**src/verilog/pos_cfg.svh**
```systemverilog
`ifndef POS_CFG_SVH
`define POS_CFG_SVH

// ****************************************
// Register indices and layout
// ****************************************
`define POS_INPUT_SHUTDOWN_CTRL_STATUS_IDX 32'hFFFF_83C0
`define POS_OUTPUT_COMPARE_CTRL_STATUS_IDX 32'hFFFF_83C2
`define POS_REG_RESET 16'h0000
`define POS_FLAG_LSB 12
`define POS_IRQEN_BIT 8
`define POS_MODE_W 2
`define POS_OSF_BIT 15
`define POS_OCE_BIT 9
`define POS_OIE_BIT 8

// ****************************************
// Modes and timing
// ****************************************
`define POS_MODE_EDGE 2'h0
`define POS_MODE_LOW8 2'h1
`define POS_MODE_LOW16 2'h2
`define POS_MODE_LOW128 2'h3
`define POS_DIV_A 8
`define POS_DIV_B 16
`define POS_DIV_C 128
`define POS_LOW_RUN 16
`define POS_RESP_OKAY 2'h0
`define POS_RESP_SLVERR 2'h2

`endif

```
**src/verilog/pos_pkg.sv**
```systemverilog
package pos_pkg;

  // Compared timer outputs, one bit per pin
  typedef struct packed {
    logic timer3OutB;
    logic timer3OutD;
    logic timer4OutA;
    logic timer4OutC;
    logic timer4OutB;
    logic timer4OutD;
  } pos_timer_out_type;

  typedef logic [1:0] pos_mode_type;

endpackage : pos_pkg

```
**src/verilog/pos_prescale.sv**
```systemverilog
`include "pos_cfg.svh"

module pos_prescale
(
  // Clock and reset
  input  wire logic       mclk,
  input  wire logic       rstN,
  // Sample enables: phi/8, phi/16, phi/128
  output logic [2:0] smpEn
);

  localparam int DIVS [3] = '{`POS_DIV_A, `POS_DIV_B, `POS_DIV_C};

  logic [6:0] cnt_q;

  always_ff @(posedge mclk or negedge rstN)
  begin
    if (!rstN)
      cnt_q <= 7'h00;
    else
      cnt_q <= cnt_q + 7'h01;
  end

  for (genvar g = 0; g < 3; g++)
  begin : g_en
    localparam logic [6:0] MASK = 7'(DIVS[g] - 1);
    always_ff @(posedge mclk or negedge rstN)
    begin
      if (!rstN)
        smpEn[g] <= 1'b0;
      else
        smpEn[g] <= (cnt_q & MASK) == MASK; // [RULE2] [RULE3]
    end
  end

  chk_div_spacing : assert property (@(posedge mclk) disable iff (!rstN)
    smpEn[2] |=> !smpEn[2] [*8]) // [RULE3]
    else $error("phi/128 enable repeats too early");

endmodule : pos_prescale

```
**src/verilog/pos_in_detect.sv**
```systemverilog
`include "pos_cfg.svh"

module pos_in_detect
(
  // Clock and reset
  input  wire logic                  mclk,
  input  wire logic                  rstN,
  // Request pin, active low
  input  wire logic                  reqN,
  // Mode and sample enables
  input  wire pos_pkg::pos_mode_type mode,
  input  wire logic [2:0]            smpEn,
  // Accepted request pulse
  output logic                       accept
);

  logic       s1_q;
  logic       s2_q;
  logic       s3_q;
  logic [3:0] cnt_q;
  logic       tick;

  // Pin is asynchronous: two flops before any use
  always_ff @(posedge mclk or negedge rstN)
  begin
    if (!rstN)
    begin
      s1_q <= 1'b1;
      s2_q <= 1'b1;
      s3_q <= 1'b1;
    end
    else
    begin
      s1_q <= reqN; // [RULE20]
      s2_q <= s1_q;
      s3_q <= s2_q;
    end
  end

  always_comb
  begin
    unique case (mode)
      `POS_MODE_LOW8:  tick = smpEn[0]; // [RULE2]
      `POS_MODE_LOW16: tick = smpEn[1]; // [RULE3]
      `POS_MODE_LOW128: tick = smpEn[2]; // [RULE3]
      default:         tick = 1'b0;
    endcase
  end

  // A change between low modes does not restart the run; mode 00 holds it at zero
  always_ff @(posedge mclk or negedge rstN)
  begin
    if (!rstN)
      cnt_q <= 4'h0;
    else if (mode == `POS_MODE_EDGE || (tick && s2_q))
      cnt_q <= 4'h0; // [RULE16]
    else if (tick)
      cnt_q <= cnt_q + 4'h1;
  end

  always_ff @(posedge mclk or negedge rstN)
  begin
    if (!rstN)
      accept <= 1'b0;
    else if (mode == `POS_MODE_EDGE)
      accept <= s3_q && !s2_q; // [RULE1]
    else
      accept <= tick && !s2_q && cnt_q == 4'(`POS_LOW_RUN - 1); // [RULE2]
  end

  chk_edge_accept : assert property (@(posedge mclk) disable iff (!rstN)
    mode == `POS_MODE_EDGE && s3_q && !s2_q |=> accept) // [RULE1]
    else $error("falling edge not accepted");
  chk_high_restart : assert property (@(posedge mclk) disable iff (!rstN)
    tick && s2_q |=> cnt_q == 4'h0) // [RULE16]
    else $error("high sample did not restart run");

endmodule : pos_in_detect

```
**src/verilog/pos_top.sv**
```systemverilog
// What this block does
// RULE1: Mode 00 accepts request on falling edge
// RULE2: Low modes need 16 low samples; 01 phi/8
// RULE3: Mode 10 samples phi/16, 11 phi/128
// RULE4: Mode fields bits 7:0, two per input, reset 00
// RULE5: Accepted request sets sticky flag bits 15:12
// RULE6: Flag clears by 0 write after reading 1
// RULE7: Any input flag forces all pins hi-Z
// RULE8: Bit 8 enables input interrupt while flagged
// RULE9: Bits 11:9 read zero, written zero
// RULE10: Registers reset only by power-on reset
// RULE11: Two-cycle simultaneous low pair sets short
// RULE12: Compare absent in slow variant option
// RULE13: Short flag clears by zero write only
// RULE14: Oscillator stop or standby forces hi-Z
// RULE15: Interrupts for input and output detections
// RULE16: One high sample restarts the low run
// RULE17: Short flag set; bit 9 enables compare
// RULE18: Short hi-Z and interrupt need bit 8
// RULE19: Software disables compare before clearing short
// RULE20: Request pins synchronised before detection
//
// Implementation choice: the AXI4-Lite slave port.
`include "pos_cfg.svh"

module pos_top #(
  parameter int         AW              = 16,
  parameter logic       COMPARE_PRESENT = 1'b1
)
(
  // Clock and power-on reset
  input  wire logic                      mclk,
  input  wire logic                      nrst,
  // AXI4-Lite write
  input  wire logic [AW-1:0]             s_axi_awaddr,
  input  wire logic                      s_axi_awvalid,
  output logic                           s_axi_awready,
  input  wire logic [31:0]               s_axi_wdata,
  input  wire logic [3:0]                s_axi_wstrb,
  input  wire logic                      s_axi_wvalid,
  output logic                           s_axi_wready,
  output logic [1:0]                     s_axi_bresp,
  output logic                           s_axi_bvalid,
  input  wire logic                      s_axi_bready,
  // AXI4-Lite read
  input  wire logic [AW-1:0]             s_axi_araddr,
  input  wire logic                      s_axi_arvalid,
  output logic                           s_axi_arready,
  output logic [31:0]                    s_axi_rdata,
  output logic [1:0]                     s_axi_rresp,
  output logic                           s_axi_rvalid,
  input  wire logic                      s_axi_rready,
  // Request pins and compared outputs
  input  wire logic [3:0]                shutdownReqInN,
  input  wire pos_pkg::pos_timer_out_type timerOut,
  input  wire logic                      oscStopped,
  input  wire logic                      standbyMode,
  // Shutdown and interrupts
  output logic                           pinHiZ,
  output logic                           inIrq,
  output logic                           shortIrq
);

  // ****************************************
  // Reset release and addresses
  // ****************************************
  localparam logic [AW-1:0] INPUT_SHUTDOWN_CTRL_STATUS_ADDR = AW'(`POS_INPUT_SHUTDOWN_CTRL_STATUS_IDX << 2);
  localparam logic [AW-1:0] OUTPUT_COMPARE_CTRL_STATUS_ADDR = AW'(`POS_OUTPUT_COMPARE_CTRL_STATUS_IDX << 2);

  logic rstMeta_q;
  logic rstN;

  // Only the power-on pin resets state; no other reset enters here
  always_ff @(posedge mclk or negedge nrst)
  begin
    if (!nrst)
    begin
      rstMeta_q <= 1'b0;
      rstN      <= 1'b0;
    end
    else
    begin
      rstMeta_q <= 1'b1;
      rstN      <= rstMeta_q; // [RULE10]
    end
  end

  function automatic logic [1:0] hitOf(input logic [AW-1:0] a);
    logic [AW-1:0] w;
    w = {a[AW-1:2], 2'b00};
    hitOf = {w == OUTPUT_COMPARE_CTRL_STATUS_ADDR, w == INPUT_SHUTDOWN_CTRL_STATUS_ADDR};
  endfunction : hitOf

  // ****************************************
  // Bus slave
  // ****************************************
  logic          awHeld_q;
  logic [AW-1:0] awAddr_q;
  logic          wHeld_q;
  logic [15:0]   wData_q;
  logic [1:0]    wStrb_q;
  logic          doWrite;
  logic [1:0]    wrHit;
  logic          rdTake;
  logic [1:0]    rdHit;
  logic [31:0]   icsrWord;
  logic [31:0]   ocsrWord;

  assign doWrite = awHeld_q && wHeld_q && !s_axi_bvalid;
  assign wrHit   = hitOf(awAddr_q);
  assign rdTake  = s_axi_arvalid && s_axi_arready;
  assign rdHit   = hitOf(s_axi_araddr);

  logic          rdIcsr_q;

  // Remembers which register the pending read answers
  always_ff @(posedge mclk or negedge rstN)
  begin
    if (!rstN)
      rdIcsr_q <= 1'b0;
    else if (rdTake)
      rdIcsr_q <= rdHit[0];
  end

  always_ff @(posedge mclk or negedge rstN)
  begin
    if (!rstN)
    begin
      awHeld_q      <= 1'b0;
      awAddr_q      <= '0;
      s_axi_awready <= 1'b1;
    end
    else if (s_axi_awvalid && s_axi_awready)
    begin
      awHeld_q      <= 1'b1;
      awAddr_q      <= s_axi_awaddr;
      s_axi_awready <= 1'b0;
    end
    else if (s_axi_bvalid && s_axi_bready)
    begin
      awHeld_q      <= 1'b0;
      s_axi_awready <= 1'b1;
    end
  end

  always_ff @(posedge mclk or negedge rstN)
  begin
    if (!rstN)
    begin
      wHeld_q      <= 1'b0;
      wData_q      <= 16'h0000;
      wStrb_q      <= 2'h0;
      s_axi_wready <= 1'b1;
    end
    else if (s_axi_wvalid && s_axi_wready)
    begin
      wHeld_q      <= 1'b1;
      wData_q      <= s_axi_wdata[15:0];
      wStrb_q      <= s_axi_wstrb[1:0];
      s_axi_wready <= 1'b0;
    end
    else if (s_axi_bvalid && s_axi_bready)
    begin
      wHeld_q      <= 1'b0;
      s_axi_wready <= 1'b1;
    end
  end

  always_ff @(posedge mclk or negedge rstN)
  begin
    if (!rstN)
    begin
      s_axi_bvalid <= 1'b0;
      s_axi_bresp  <= `POS_RESP_OKAY;
    end
    else if (doWrite)
    begin
      s_axi_bvalid <= 1'b1;
      s_axi_bresp  <= (|wrHit) ? `POS_RESP_OKAY : `POS_RESP_SLVERR;
    end
    else if (s_axi_bready)
      s_axi_bvalid <= 1'b0;
  end

  always_ff @(posedge mclk or negedge rstN)
  begin
    if (!rstN)
    begin
      s_axi_arready <= 1'b1;
      s_axi_rvalid  <= 1'b0;
      s_axi_rdata   <= 32'h0000_0000;
      s_axi_rresp   <= `POS_RESP_OKAY;
    end
    else if (rdTake)
    begin
      s_axi_arready <= 1'b0;
      s_axi_rvalid  <= 1'b1;
      s_axi_rdata   <= rdHit[0] ? icsrWord : (rdHit[1] ? ocsrWord : 32'h0000_0000);
      s_axi_rresp   <= (|rdHit) ? `POS_RESP_OKAY : `POS_RESP_SLVERR;
    end
    else if (s_axi_rvalid && s_axi_rready)
    begin
      s_axi_arready <= 1'b1;
      s_axi_rvalid  <= 1'b0;
    end
  end

  // ****************************************
  // Input level detection
  // ****************************************
  logic [7:0] modes_q;
  logic       irqEn_q;
  logic [3:0] flag_q;
  logic [3:0] seen_q;
  logic [3:0] accept;
  logic [2:0] smpEn;
  logic [3:0] flagClr;
  logic [3:0] flagD;
  logic       icsrWr;

  pos_prescale u_prescale (
    .mclk  (mclk),
    .rstN  (rstN),
    .smpEn (smpEn)
  );

  for (genvar g = 0; g < 4; g++)
  begin : g_in
    pos_in_detect u_det (
      .mclk   (mclk),
      .rstN   (rstN),
      .reqN   (shutdownReqInN[g]),
      .mode   (modes_q[`POS_MODE_W*g +: `POS_MODE_W]), // [RULE4]
      .smpEn  (smpEn),
      .accept (accept[g])
    );
  end

  assign icsrWr  = doWrite && wrHit[0];
  // Clear needs a prior read of 1; writing 1 does nothing
  assign flagClr = {4{icsrWr && wStrb_q[1]}} & ~wData_q[`POS_FLAG_LSB +: 4] & seen_q; // [RULE6]
  // A new request in the clearing cycle wins
  assign flagD   = accept | (flag_q & ~flagClr); // [RULE5]
  // Reserved bits 11:9 read as zero and are never stored
  assign icsrWord = {16'h0000, flag_q, 3'b000, irqEn_q, modes_q}; // [RULE9]

  always_ff @(posedge mclk or negedge rstN)
  begin
    if (!rstN)
    begin
      modes_q <= 8'h00; // [RULE10]
      irqEn_q <= 1'b0;
    end
    else if (icsrWr)
    begin
      if (wStrb_q[0])
        modes_q <= wData_q[7:0]; // [RULE4]
      if (wStrb_q[1])
        irqEn_q <= wData_q[`POS_IRQEN_BIT]; // [RULE8]
    end
  end

  always_ff @(posedge mclk or negedge rstN)
  begin
    if (!rstN)
    begin
      flag_q <= 4'h0;
      seen_q <= 4'h0;
    end
    else
    begin
      flag_q <= flagD; // [RULE5]
      seen_q <= ((seen_q & ~flagClr & ~accept) | (rdTake && rdHit[0] ? flag_q : 4'h0)) & flagD;
    end
  end

  // ****************************************
  // Output level compare
  // ****************************************
  logic oce_q;
  logic oie_q;
  logic osf_q;
  logic osfSeen_q;
  logic lowPair;
  logic lowPrev_q;
  logic ocsrWr;
  logic osfClr;
  logic shortSet;

  assign lowPair = (!timerOut.timer3OutB && !timerOut.timer3OutD)
                || (!timerOut.timer4OutA && !timerOut.timer4OutC)
                || (!timerOut.timer4OutB && !timerOut.timer4OutD); // [RULE11]
  // Low in two successive cycles means low for longer than one cycle
  assign shortSet = COMPARE_PRESENT && oce_q && lowPair && lowPrev_q; // [RULE11] [RULE12] [RULE17]
  assign ocsrWr   = doWrite && wrHit[1];
  assign osfClr   = ocsrWr && wStrb_q[1] && !wData_q[`POS_OSF_BIT] && osfSeen_q; // [RULE13]
  assign ocsrWord = {16'h0000, osf_q, 5'h00, oce_q, oie_q, 8'h00};

  always_ff @(posedge mclk or negedge rstN)
  begin
    if (!rstN)
    begin
      oce_q     <= 1'b0;
      oie_q     <= 1'b0;
      osf_q     <= 1'b0;
      osfSeen_q <= 1'b0;
      lowPrev_q <= 1'b0;
    end
    else
    begin
      lowPrev_q <= lowPair;
      if (ocsrWr && wStrb_q[1])
      begin
        oce_q <= wData_q[`POS_OCE_BIT] && COMPARE_PRESENT; // [RULE12] [RULE17]
        oie_q <= wData_q[`POS_OIE_BIT]; // [RULE18]
      end
      osf_q     <= shortSet || (osf_q && !osfClr); // [RULE13] [RULE17]
      osfSeen_q <= (osfSeen_q && !osfClr && !shortSet) || (rdTake && rdHit[1] && osf_q);
    end
  end

  // ****************************************
  // Shutdown and interrupt outputs
  // ****************************************
  // Stopped clock cannot clock this flop; the clock unit must gate that case too
  always_ff @(posedge mclk or negedge rstN)
  begin
    if (!rstN)
    begin
      pinHiZ   <= 1'b0;
      inIrq    <= 1'b0;
      shortIrq <= 1'b0;
    end
    else
    begin
      pinHiZ   <= (|flag_q) || (osf_q && oce_q && oie_q) // [RULE7] [RULE18]
               || oscStopped || standbyMode; // [RULE14]
      inIrq    <= irqEn_q && (|flag_q); // [RULE8] [RULE15]
      shortIrq <= osf_q && oce_q && oie_q; // [RULE15] [RULE18]
    end
  end

  // ****************************************
  // Checks
  // ****************************************
  chk_flag_set : assert property (@(posedge mclk) disable iff (!rstN)
    |accept |=> (flag_q & $past(accept)) == $past(accept)) // [RULE5]
    else $error("accepted request did not set flag");
  chk_clear_read : assert property (@(posedge mclk) disable iff (!rstN)
    $fell(flag_q[0]) |-> $past(seen_q[0]) && $past(icsrWr)) // [RULE6]
    else $error("flag cleared without prior read");
  chk_hiz_hold : assert property (@(posedge mclk) disable iff (!rstN)
    |flag_q |=> pinHiZ) // [RULE7]
    else $error("input flag set but pins not hi-Z");
  chk_in_irq : assert property (@(posedge mclk) disable iff (!rstN)
    ##1 inIrq == ($past(irqEn_q) && (|$past(flag_q)))) // [RULE8]
    else $error("input interrupt mismatch");
  chk_rsv_zero : assert property (@(posedge mclk) disable iff (!rstN)
    s_axi_rvalid && rdIcsr_q |-> s_axi_rdata[11:9] == 3'h0) // [RULE9]
    else $error("reserved bits read nonzero");
  chk_short_set : assert property (@(posedge mclk) disable iff (!rstN)
    oce_q && lowPair && $past(lowPair) |=> osf_q) // [RULE11]
    else $error("short pair not flagged");
  chk_short_gate : assert property (@(posedge mclk) disable iff (!rstN)
    !oie_q && !(|flag_q) && !oscStopped && !standbyMode |=> !shortIrq && !pinHiZ) // [RULE18]
    else $error("short acted with its enable off");
  chk_osc_hiz : assert property (@(posedge mclk) disable iff (!rstN)
    oscStopped || standbyMode |=> pinHiZ) // [RULE14]
    else $error("clock stop did not force hi-Z");

  cov_edge : cover property (@(posedge mclk) disable iff (!rstN) accept[0] ##1 flag_q[0]);
  cov_short : cover property (@(posedge mclk) disable iff (!rstN) shortSet && oie_q);
  cov_clear : cover property (@(posedge mclk) disable iff (!rstN) |flagClr);
  cov_race : cover property (@(posedge mclk) disable iff (!rstN) |(flagClr & accept));

endmodule : pos_top

```
**config.mk**
```make
export PLATFORM = sky130hd
export DESIGN_NAME = pos_top
export DESIGN_NICKNAME = d
export VERILOG_FILES = /design/src/verilog/pos_pkg.sv /design/src/verilog/pos_prescale.sv /design/src/verilog/pos_in_detect.sv /design/src/verilog/pos_top.sv
export VERILOG_INCLUDE_DIRS = /design/src /design/src/verilog
export SDC_FILE = /design/constraint.sdc
export NUM_CORES = 1
export LEC_CHECK = 0
export BUFFER_PORTS_ARGS = -buffer_cell sky130_fd_sc_hd__buf_2
export CAP_MARGIN = 0
export CORE_UTILIZATION = 59
export CTS_BUF_LIST = sky130_fd_sc_hd__clkbuf_2 sky130_fd_sc_hd__clkbuf_4 sky130_fd_sc_hd__clkbuf_8
export CTS_CLUSTER_DIAMETER = 200
export CTS_CLUSTER_SIZE = 20
export DETAILED_ROUTE_END_ITERATION = 10
export GPL_TIMING_DRIVEN = 1
export PLACE_DENSITY = 0.93
export SYNTH_ARGS = -nofsm -noshare
export SYNTH_HDL_FRONTEND = slang
export SYNTH_SLANG_ARGS = --single-unit
export TNS_END_PERCENT = 20
```
**constraint.sdc**
```tcl
create_clock -name mclk -period 10.99 [get_ports mclk]
set_clock_uncertainty 0.1 [all_clocks]
set_input_delay 0 -clock mclk [delete_from_list [all_inputs] [get_ports mclk]]
set_output_delay 0 -clock mclk [all_outputs]
set_load 0.01 [all_outputs]
```
==> summary.md, run 1 <==
| Metric | Value |
|---|---|
| I/O pins | `131` |
| Worst Setup End Kind | `flop` |
| # DRC | `0` |
| CTS max path bufs | `2` |
| Pint | `657.8 µW` |
| # rows | `33` |
| Die Y | `96.14 µm` |
| Worst-Skew Late Latency | `0.43 ns` |
| Syn Inst Count | `397` |
| Initial DRC Count | `220` |
| Detailed Route WL | `12340 µm` |
| Core footprint | `8382 µm²` |
| Largest net degree at the start of global routing | `85` |
| Design Area, Final | `6615 µm²` |
| Synth area leaders | `dfrtp_1 51%, dfstp_2 7.5%, mux2_2 6.5%` |
| Synth Cell Area | `5229 µm²` |
| Max rail drop VDD | `0.1193 mV` |
| TNS Setup | `0 ns` |
| First-pass GRT wire length | `19950 µm` |
| Critical path type | `reg -> reg` |
| Total leakage power | `0.003263 µW` |
| Tcrit/Tclk final | `0.2113` |
| Worst-path fanout max | `4` |
| Clock sink total | `122` |
| Post-route antenna net violation count | `0` |
| Avg Inst Size Synth | `13.17 µm²` |
| # fillers | `466` |
| Gr usage total | `0.2997` |
| Ys Warns | `0` |
| Post-layout nets | `646` |
| Net Sw Power | `215.3 µW` |
| DP HPWL | `6964 µm` |
| Status | `complete, no violations` |
| Final setup viols | `0` |
| H-tree depth | `4` |
| Layout cell share with drive strength beyond 1 | `0.3516` |
| Number of synthesized flops with an enable pin | `0` |
| CTS Buf Count | `17` |
| Least-Margin Pin Slew | `1.011 ns` |
| Most common cell after layout, fill and taps aside | `dfrtp_1` |
| Max_slew headroom | `0.3225` |
| Post-CTS Setup Inserts | `0` |
| Power Density | `132.0 nW/µm²` |
| Hold Path Class | `in -> reg` |
| Sw Share | `0.2466` |
| CTS tree | `yes` |
| Max Freq | `0.4306 GHz` |
| Final Max Slew Viols | `0` |
| Register share of total power | `0.530` |
| WP data arrival | `2.54 ns` |
| Root buffer selected by CTS | `clkbuf_8` |
| Synth top area share | `0.5121` |
| Top_reg_cell synth | `dfrtp_1` |
| Clock network fraction of total power | `0.419` |
| CP required | `11.21 ns` |
| Vias per inst | `5.754` |
| Area growth from synthesis to layout | `26.51%` |
| GRT overflow | `0` |
| Area of the die | `9243 µm²` |
| RSZ-0062 raised after global routing | `false` |
| IO Port Bufs | `86` |
| Synthesized flop and latch total | `122` |
| Area leader, netlist | `dfrtp_1` |
| Cell Area, Placed | `5683 µm²` |
| Hold Vio Cnt, Final | `0` |
| Vias in the first global route | `4032` |
| Vias after detailed routing | `3861` |
| Initial antenna violation count | `0` |
| CTS clk-pin slew, worst paths | `0.08 ns` |
| Tmin final | `2.322 ns` |
| Sequential area share after synthesis | `0.5875` |
| Die Wd | `96.14 µm` |
| Routability cong. | `0.7968` |
| Commonest cells after routing, fill and taps aside | `106 x dfrtp_1, 86 x buf_2, 57 x dlygate4sd3_1` |
| CP Launch Type | `flop` |
| Starting Density | `0.6238` |
| Ys async rst share | `1.000` |
| Maxcap violations | `0` |
| Synth cell types | `59` |
| # resized after CTS | `0` |
| Gate power share | `0.051` |
| Drt first pass iters | `5` |
| Antenna cells | `0` |
| Routed len/inst | `18.38 µm` |
-- power by group through the flow --
| stage | clock (µW) | combinational, µW | sequential [µW] |
|---|---|---|---|
| 2_1_floorplan | 0 | 14.1 | 474 |
| 3_3_place_gp | 0 | 28.2 | 470 |
| 3_5_place_dp | 0 | 29.1 | 471 |
| 4_1_cts | 363 | 43.9 | 462 |
| 5_1_grt | 390 | 50.1 | 463 |
| 6_report | 366 | 45.0 | 463 |
-- critical path, stage by stage (launching register included) --
cell and delay [ns]:
dfrtp_1 0.44, nor4_1 0.47, or4b_2 0.63, dlygate4sd3_1 0.57
-- per-layer routing --
metal	up-vias	global-route usage	part of all wire
li1	1703	-	-
met1	1911	0.3367	0.37
met2	198	0.5030	0.52
met3	49	0.08373	0.063
met4	0	0.1891	0.043
met5	-	0	0
-- state kept, by name (all words and copies together), names as in the netlist, 7 cells and up --
name / cells
modes_q: 8
g_in.u_det.cnt_q: 16
awAddr_q: 14
u_prescale.cnt_q: 7
s_axi_rdata: 14
wData_q: 14
-- final timing paths --
path | start | slack [ns] | endpoint | cells after the start
min in group asynchronous | rstN | 0.18 | awAddr_q[2] | 0
worst min-delay path | s_axi_araddr[6] | 0.06 | s_axi_rdata[14] | 4
worst min register to register | rstN | 0.18 | awAddr_q[2] | 0
worst max-delay path | flag_q[2] | 8.67 | pinHiZ | 3
max in group asynchronous | rstN | 9.21 | wData_q[1] | 1
worst max register to register | flag_q[2] | 8.67 | pinHiZ | 3
-- final cells by class --
cell class,count,area [µm²],share of cell area
clock buffer,17,234.0,0.03537
tap,105,131.4,0.01986
multi-input combinational,263,2019,0.3053
timing repair buffer,144,1008,0.1524
inverter,5,18.77,0.002837
clock inverter,15,127.6,0.01929
sequential,122,3075,0.4649
-- what timing repair did --
item / 4_1_cts / 5_1_grt
hold endpoints to repair: 54 / 0
hold buffers: 57 / 0
setup endpoints to repair: 0 / 0
-- cell usage after synthesis, types with 5 or more instances --
library cell and number:
inv_1 5, and3_1 5, a21oi_1 8, nor2b_1 6, o21ai_0 11, buf_4 20
ha_1 6, nor2_1 25, nand2_1 27, nor3_1 7, a22o_2 10, dfstp_2 15
nand3_1 7, mux2i_1 21, mux2_4 8, mux2_2 30, dfrtp_1 107, nand4_1 6
-- logic make-up after synthesis --
group / Yosys count / synth area share
flip-flops: 122 / 0.5875
AND/OR/NAND/NOR: 114 / 0.1273
multiplexers: 66 / 0.1498
AO/OA/AOI/OAI: 52 / 0.07299
buffers and inverters: 31 / 0.03996
adder cells (fa/ha/maj): 6 / 0.01436
XOR/XNOR: 4 / 0.006701
other: 2 / 0.001436
-- stage by stage --
stage | cells | worst slack, ns | hold slack, ns | total power (µW) | util
CTS | 671 | 8.746 | 0.02725 | 869.4 | 0.7892
global route | 671 | 8.584 | 0.06292 | 903.8 | 0.7892
finish | 671 | 8.668 | 0.05777 | 873.2 | 0.7892
detailed placement | 582 | 8.821 | -0.3116 | 499.8 | 0.6780
global placement | 582 | 8.901 | -0.3142 | 498.6 | 0.6780
floorplan | 416 | 7.266 | -0.3956 | 488.0 | -
Power figures use the tool's default switching activity.
==> run 2, diff against run 1 <==
ABC_AREA = 1   (was not set)
CORE_UTILIZATION = 50   (was 59)
PLACE_DENSITY = 0.84   (was 0.93)
clock period = 1.87 ns   (was 10.99 ns; I/O delays follow)
==> summary.md, run 2 <==
| Metric | Value |
|---|---|
| Top post-synthesis cells by count | `107 x dfrtp_1, 96 x nand2_1, 66 x inv_1` |
| CP required | `2.14 ns (-9.07 ns)` |
| Total leakage power | `0.003456 µW (+5.9%)` |
| CTS Buf Count | `17 (unchanged)` |
| Vias in the first global route | `4628 (+15%)` |
| Final Max Slew Viols | `0 (unchanged)` |
| H-tree depth | `4 (unchanged)` |
| Synth Cell Area | `5389 µm² (+3.1%)` |
| DP HPWL | `7819 µm (+12%)` |
| TNS Setup | `-0.009876 ns (-0.009876 ns)` |
| Hold path depth | `5 (+1)` |
| I/O pins | `131 (unchanged)` |
| Cell Area, Placed | `5919 µm² (+4.2%)` |
| Max rail drop VDD | `0.5542 mV (+360%)` |
| Vias per inst | `5.077 (-12%)` |
| Worst Reg2Reg Path Length in Cells | `5 (+2)` |
| Top_reg_cell synth | `dfrtp_1` |
| Area of the die | `11200 µm² (+21%)` |
| Status | `complete, but fails checks` |
| Number of flip-flops in the largest register | `16 (unchanged)` |
| Power Density | `1043 nW/µm² (+690%)` |
| Core footprint | `10370 µm² (+24%)` |
| Ys Warns | `0 (unchanged)` |
| Routed len/inst | `14.42 µm (-22%)` |
| Hold Vio Cnt, Final | `0 (unchanged)` |
| Post-layout nets | `818 (+27%)` |
| CTS max path bufs | `2 (unchanged)` |
| Worst Setup End Kind | `flop` |
| Post-route antenna net violation count | `0 (unchanged)` |
| Area leader, netlist | `dfrtp_1` |
| Synth top area share | `0.4969 (-0.01522)` |
| Most flops, register | `g_in.u_det.cnt_q` |
| Worst-path fanout max | `3 (-1)` |
| CTS clk-pin slew, worst paths | `0.07 ns (about the same)` |
| Area growth from synthesis to layout | `30.23%` |
| Detailed Route WL | `12600 µm (+2.2%)` |
| Starting Density | `0.5197 (-0.1042)` |
| Sequential area share after synthesis | `0.5700 (-0.01746)` |
| Avg Inst Size Synth | `9.606 µm² (-27%)` |
| # DRC | `0 (unchanged)` |
| Initial DRC Count | `264 (+20%)` |
| Top-count cell post-synth | `dfrtp_1` |
| Tcrit/Tclk final | `1.005` |
| Gr usage total | `0.2432 (-0.05649)` |
| Final setup viols | `1 (+1)` |
| Critical path type | `in -> reg` |
| # fillers | `720 (+55%)` |
| Layout cell share with drive strength beyond 1 | `0.2480 (-0.1036)` |
| Syn Inst Count | `561 (+41%)` |
| Max_slew headroom | `0.5583 (+0.2358)` |
| Failing checks | `setup timing` |
| Setup slack after layout | `-0.009876 ns (-8.677 ns)` |
| Tmin final | `1.880 ns` |
| Number of synthesized flops with an enable pin | `0 (unchanged)` |
| Reg area | `3075 µm² (unchanged)` |
| CTS tree | `yes` |
| First-pass GRT wire length | `21150 µm (+6.0%)` |
| Die Wd | `105.8 µm (+10%)` |
| Hold Path Class | `in -> reg` |
| IO Port Bufs | `86 (unchanged)` |
| Initial antenna violation count | `0 (unchanged)` |
| Vias after detailed routing | `4437 (+15%)` |
| WP data arrival | `2.15 ns (-0.39 ns)` |
| Ys async rst share | `1.000 (unchanged)` |
| Clock sink total | `122 (unchanged)` |
| Commonest cells after routing, fill and taps aside | `106 x dfrtp_1, 96 x nand2_1, 86 x buf_2` |
| Antenna cells | `0 (unchanged)` |
| Design Area, Final | `7018 µm² (+6.1%)` |
| Post-CTS Setup Inserts | `0 (unchanged)` |
| Synthesized flop and latch total | `122 (unchanged)` |
| Drt first pass iters | `5 (unchanged)` |
| CP Launch Type | `input port` |
| Max Freq | `0.5320 GHz` |
| Maxcap violations | `0 (unchanged)` |
| Area of the multi-input gates | `1904 µm² (-5.7%)` |
| Synth cell types | `33 (-44%)` |
| Die Y | `105.8 µm (+10%)` |
| Routability cong. | `0.8336 (+4.6%)` |
| Most common cell after layout, fill and taps aside | `dfrtp_1` |
| Largest net degree at the start of global routing | `89 (+4.7%)` |
| Worst-Skew Late Latency | `0.43 ns (about the same)` |
| Root buffer selected by CTS | `clkbuf_8` |
| Synth area leaders | `dfrtp_1 50%, dfstp_2 7.3%, nand2_1 6.7%` |
| Least-Margin Pin Slew | `0.6609 ns (-0.3498 ns)` |
| GRT overflow | `0 (unchanged)` |
| # rows | `37 (+12%)` |
run 2: cells by family after synthesis:
| logic type | count (synthesis) | share of synthesized area |
|---|---|---|
| adder cells (fa/ha/maj) | 6 | 0.01393 |
| XOR/XNOR | 15 | 0.02438 |
| AND/OR/NAND/NOR | 228 | 0.1985 |
| buffers and inverters | 111 | 0.09403 |
| multiplexers | 19 | 0.03970 |
| flip-flops | 122 | 0.5700 |
| other | 2 | 0.001394 |
| AO/OA/AOI/OAI | 58 | 0.05805 |
run 2: metrics by stage:
stage / utilization / instances / hold WS (ns) / power (µW) / worst slack, ns
final: 0.6768 / 874 / 0.02942 / 7320 / -0.009876
after global routing: 0.6768 / 874 / 0.02995 / 7665 / -0.01843
after floorplan: - / 580 / -0.3956 / 4198 / 0.4739
after global placement: 0.5708 / 779 / -0.3092 / 4465 / 0.3247
after detailed placement: 0.5708 / 779 / -0.3083 / 4550 / 0.2971
after CTS: 0.6746 / 874 / 0.02586 / 7263 / 0.01054
run 2: layout make-up:
class,instances,area share
inverter,83,0.04439
timing repair buffer,154,0.1583
sequential,122,0.4382
tap,136,0.02425
clock inverter,15,0.03013
clock buffer,17,0.03334
multi-input combinational,347,0.2714
run 2: worst paths after layout:
path	end	startpoint	slack (ns)
max	lowPrev_q	timerOut[5]	-0.01
min	osf_q	timerOut[2]	0.03
max reg2reg	wStrb_q[1]	s_axi_wready	0.04
min reg2reg	g_in[2].u_det.cnt_q[2]	rstN	0.25
max in group asynchronous	g_in[2].u_det.s2_q	rstN	1.02
min in group asynchronous	g_in[2].u_det.cnt_q[2]	rstN	0.25
run 2: power breakdown:
group | total (µW) | switching, µW | internal, µW | leakage (µW)
clock | 2600 | 1120 | 1480 | 0.000222
combinational | 1320 | 769 | 548 | 0.00175
sequential | 3400 | 302 | 3100 | 0.00148
total | 7320 | 2190 | 5130 | 0.00346
run 2: timing repair:
item	CTS	global route
setup endpoints to repair	0	14
resized for setup	0	4
hold buffers	63	1
hold endpoints to repair	54	2
run 2: routing by layer:
| layer | up-vias | GRT usage | part of all wire |
|---|---|---|---|
| li1 | 2086 | - | - |
| met1 | 2131 | 0.2667 | 0.38 |
| met2 | 182 | 0.4482 | 0.53 |
| met3 | 38 | 0.05813 | 0.053 |
| met4 | 0 | 0.09921 | 0.029 |
| met5 | - | 0 | 0 |
run 2: critical path, cell delays in order:
cell           delay (ns)
dlygate4sd3_1        0.53
buf_2                0.12
or2_2                0.26
dlygate4sd3_1        0.58
nand3_2              0.10
dlygate4sd3_1        0.56
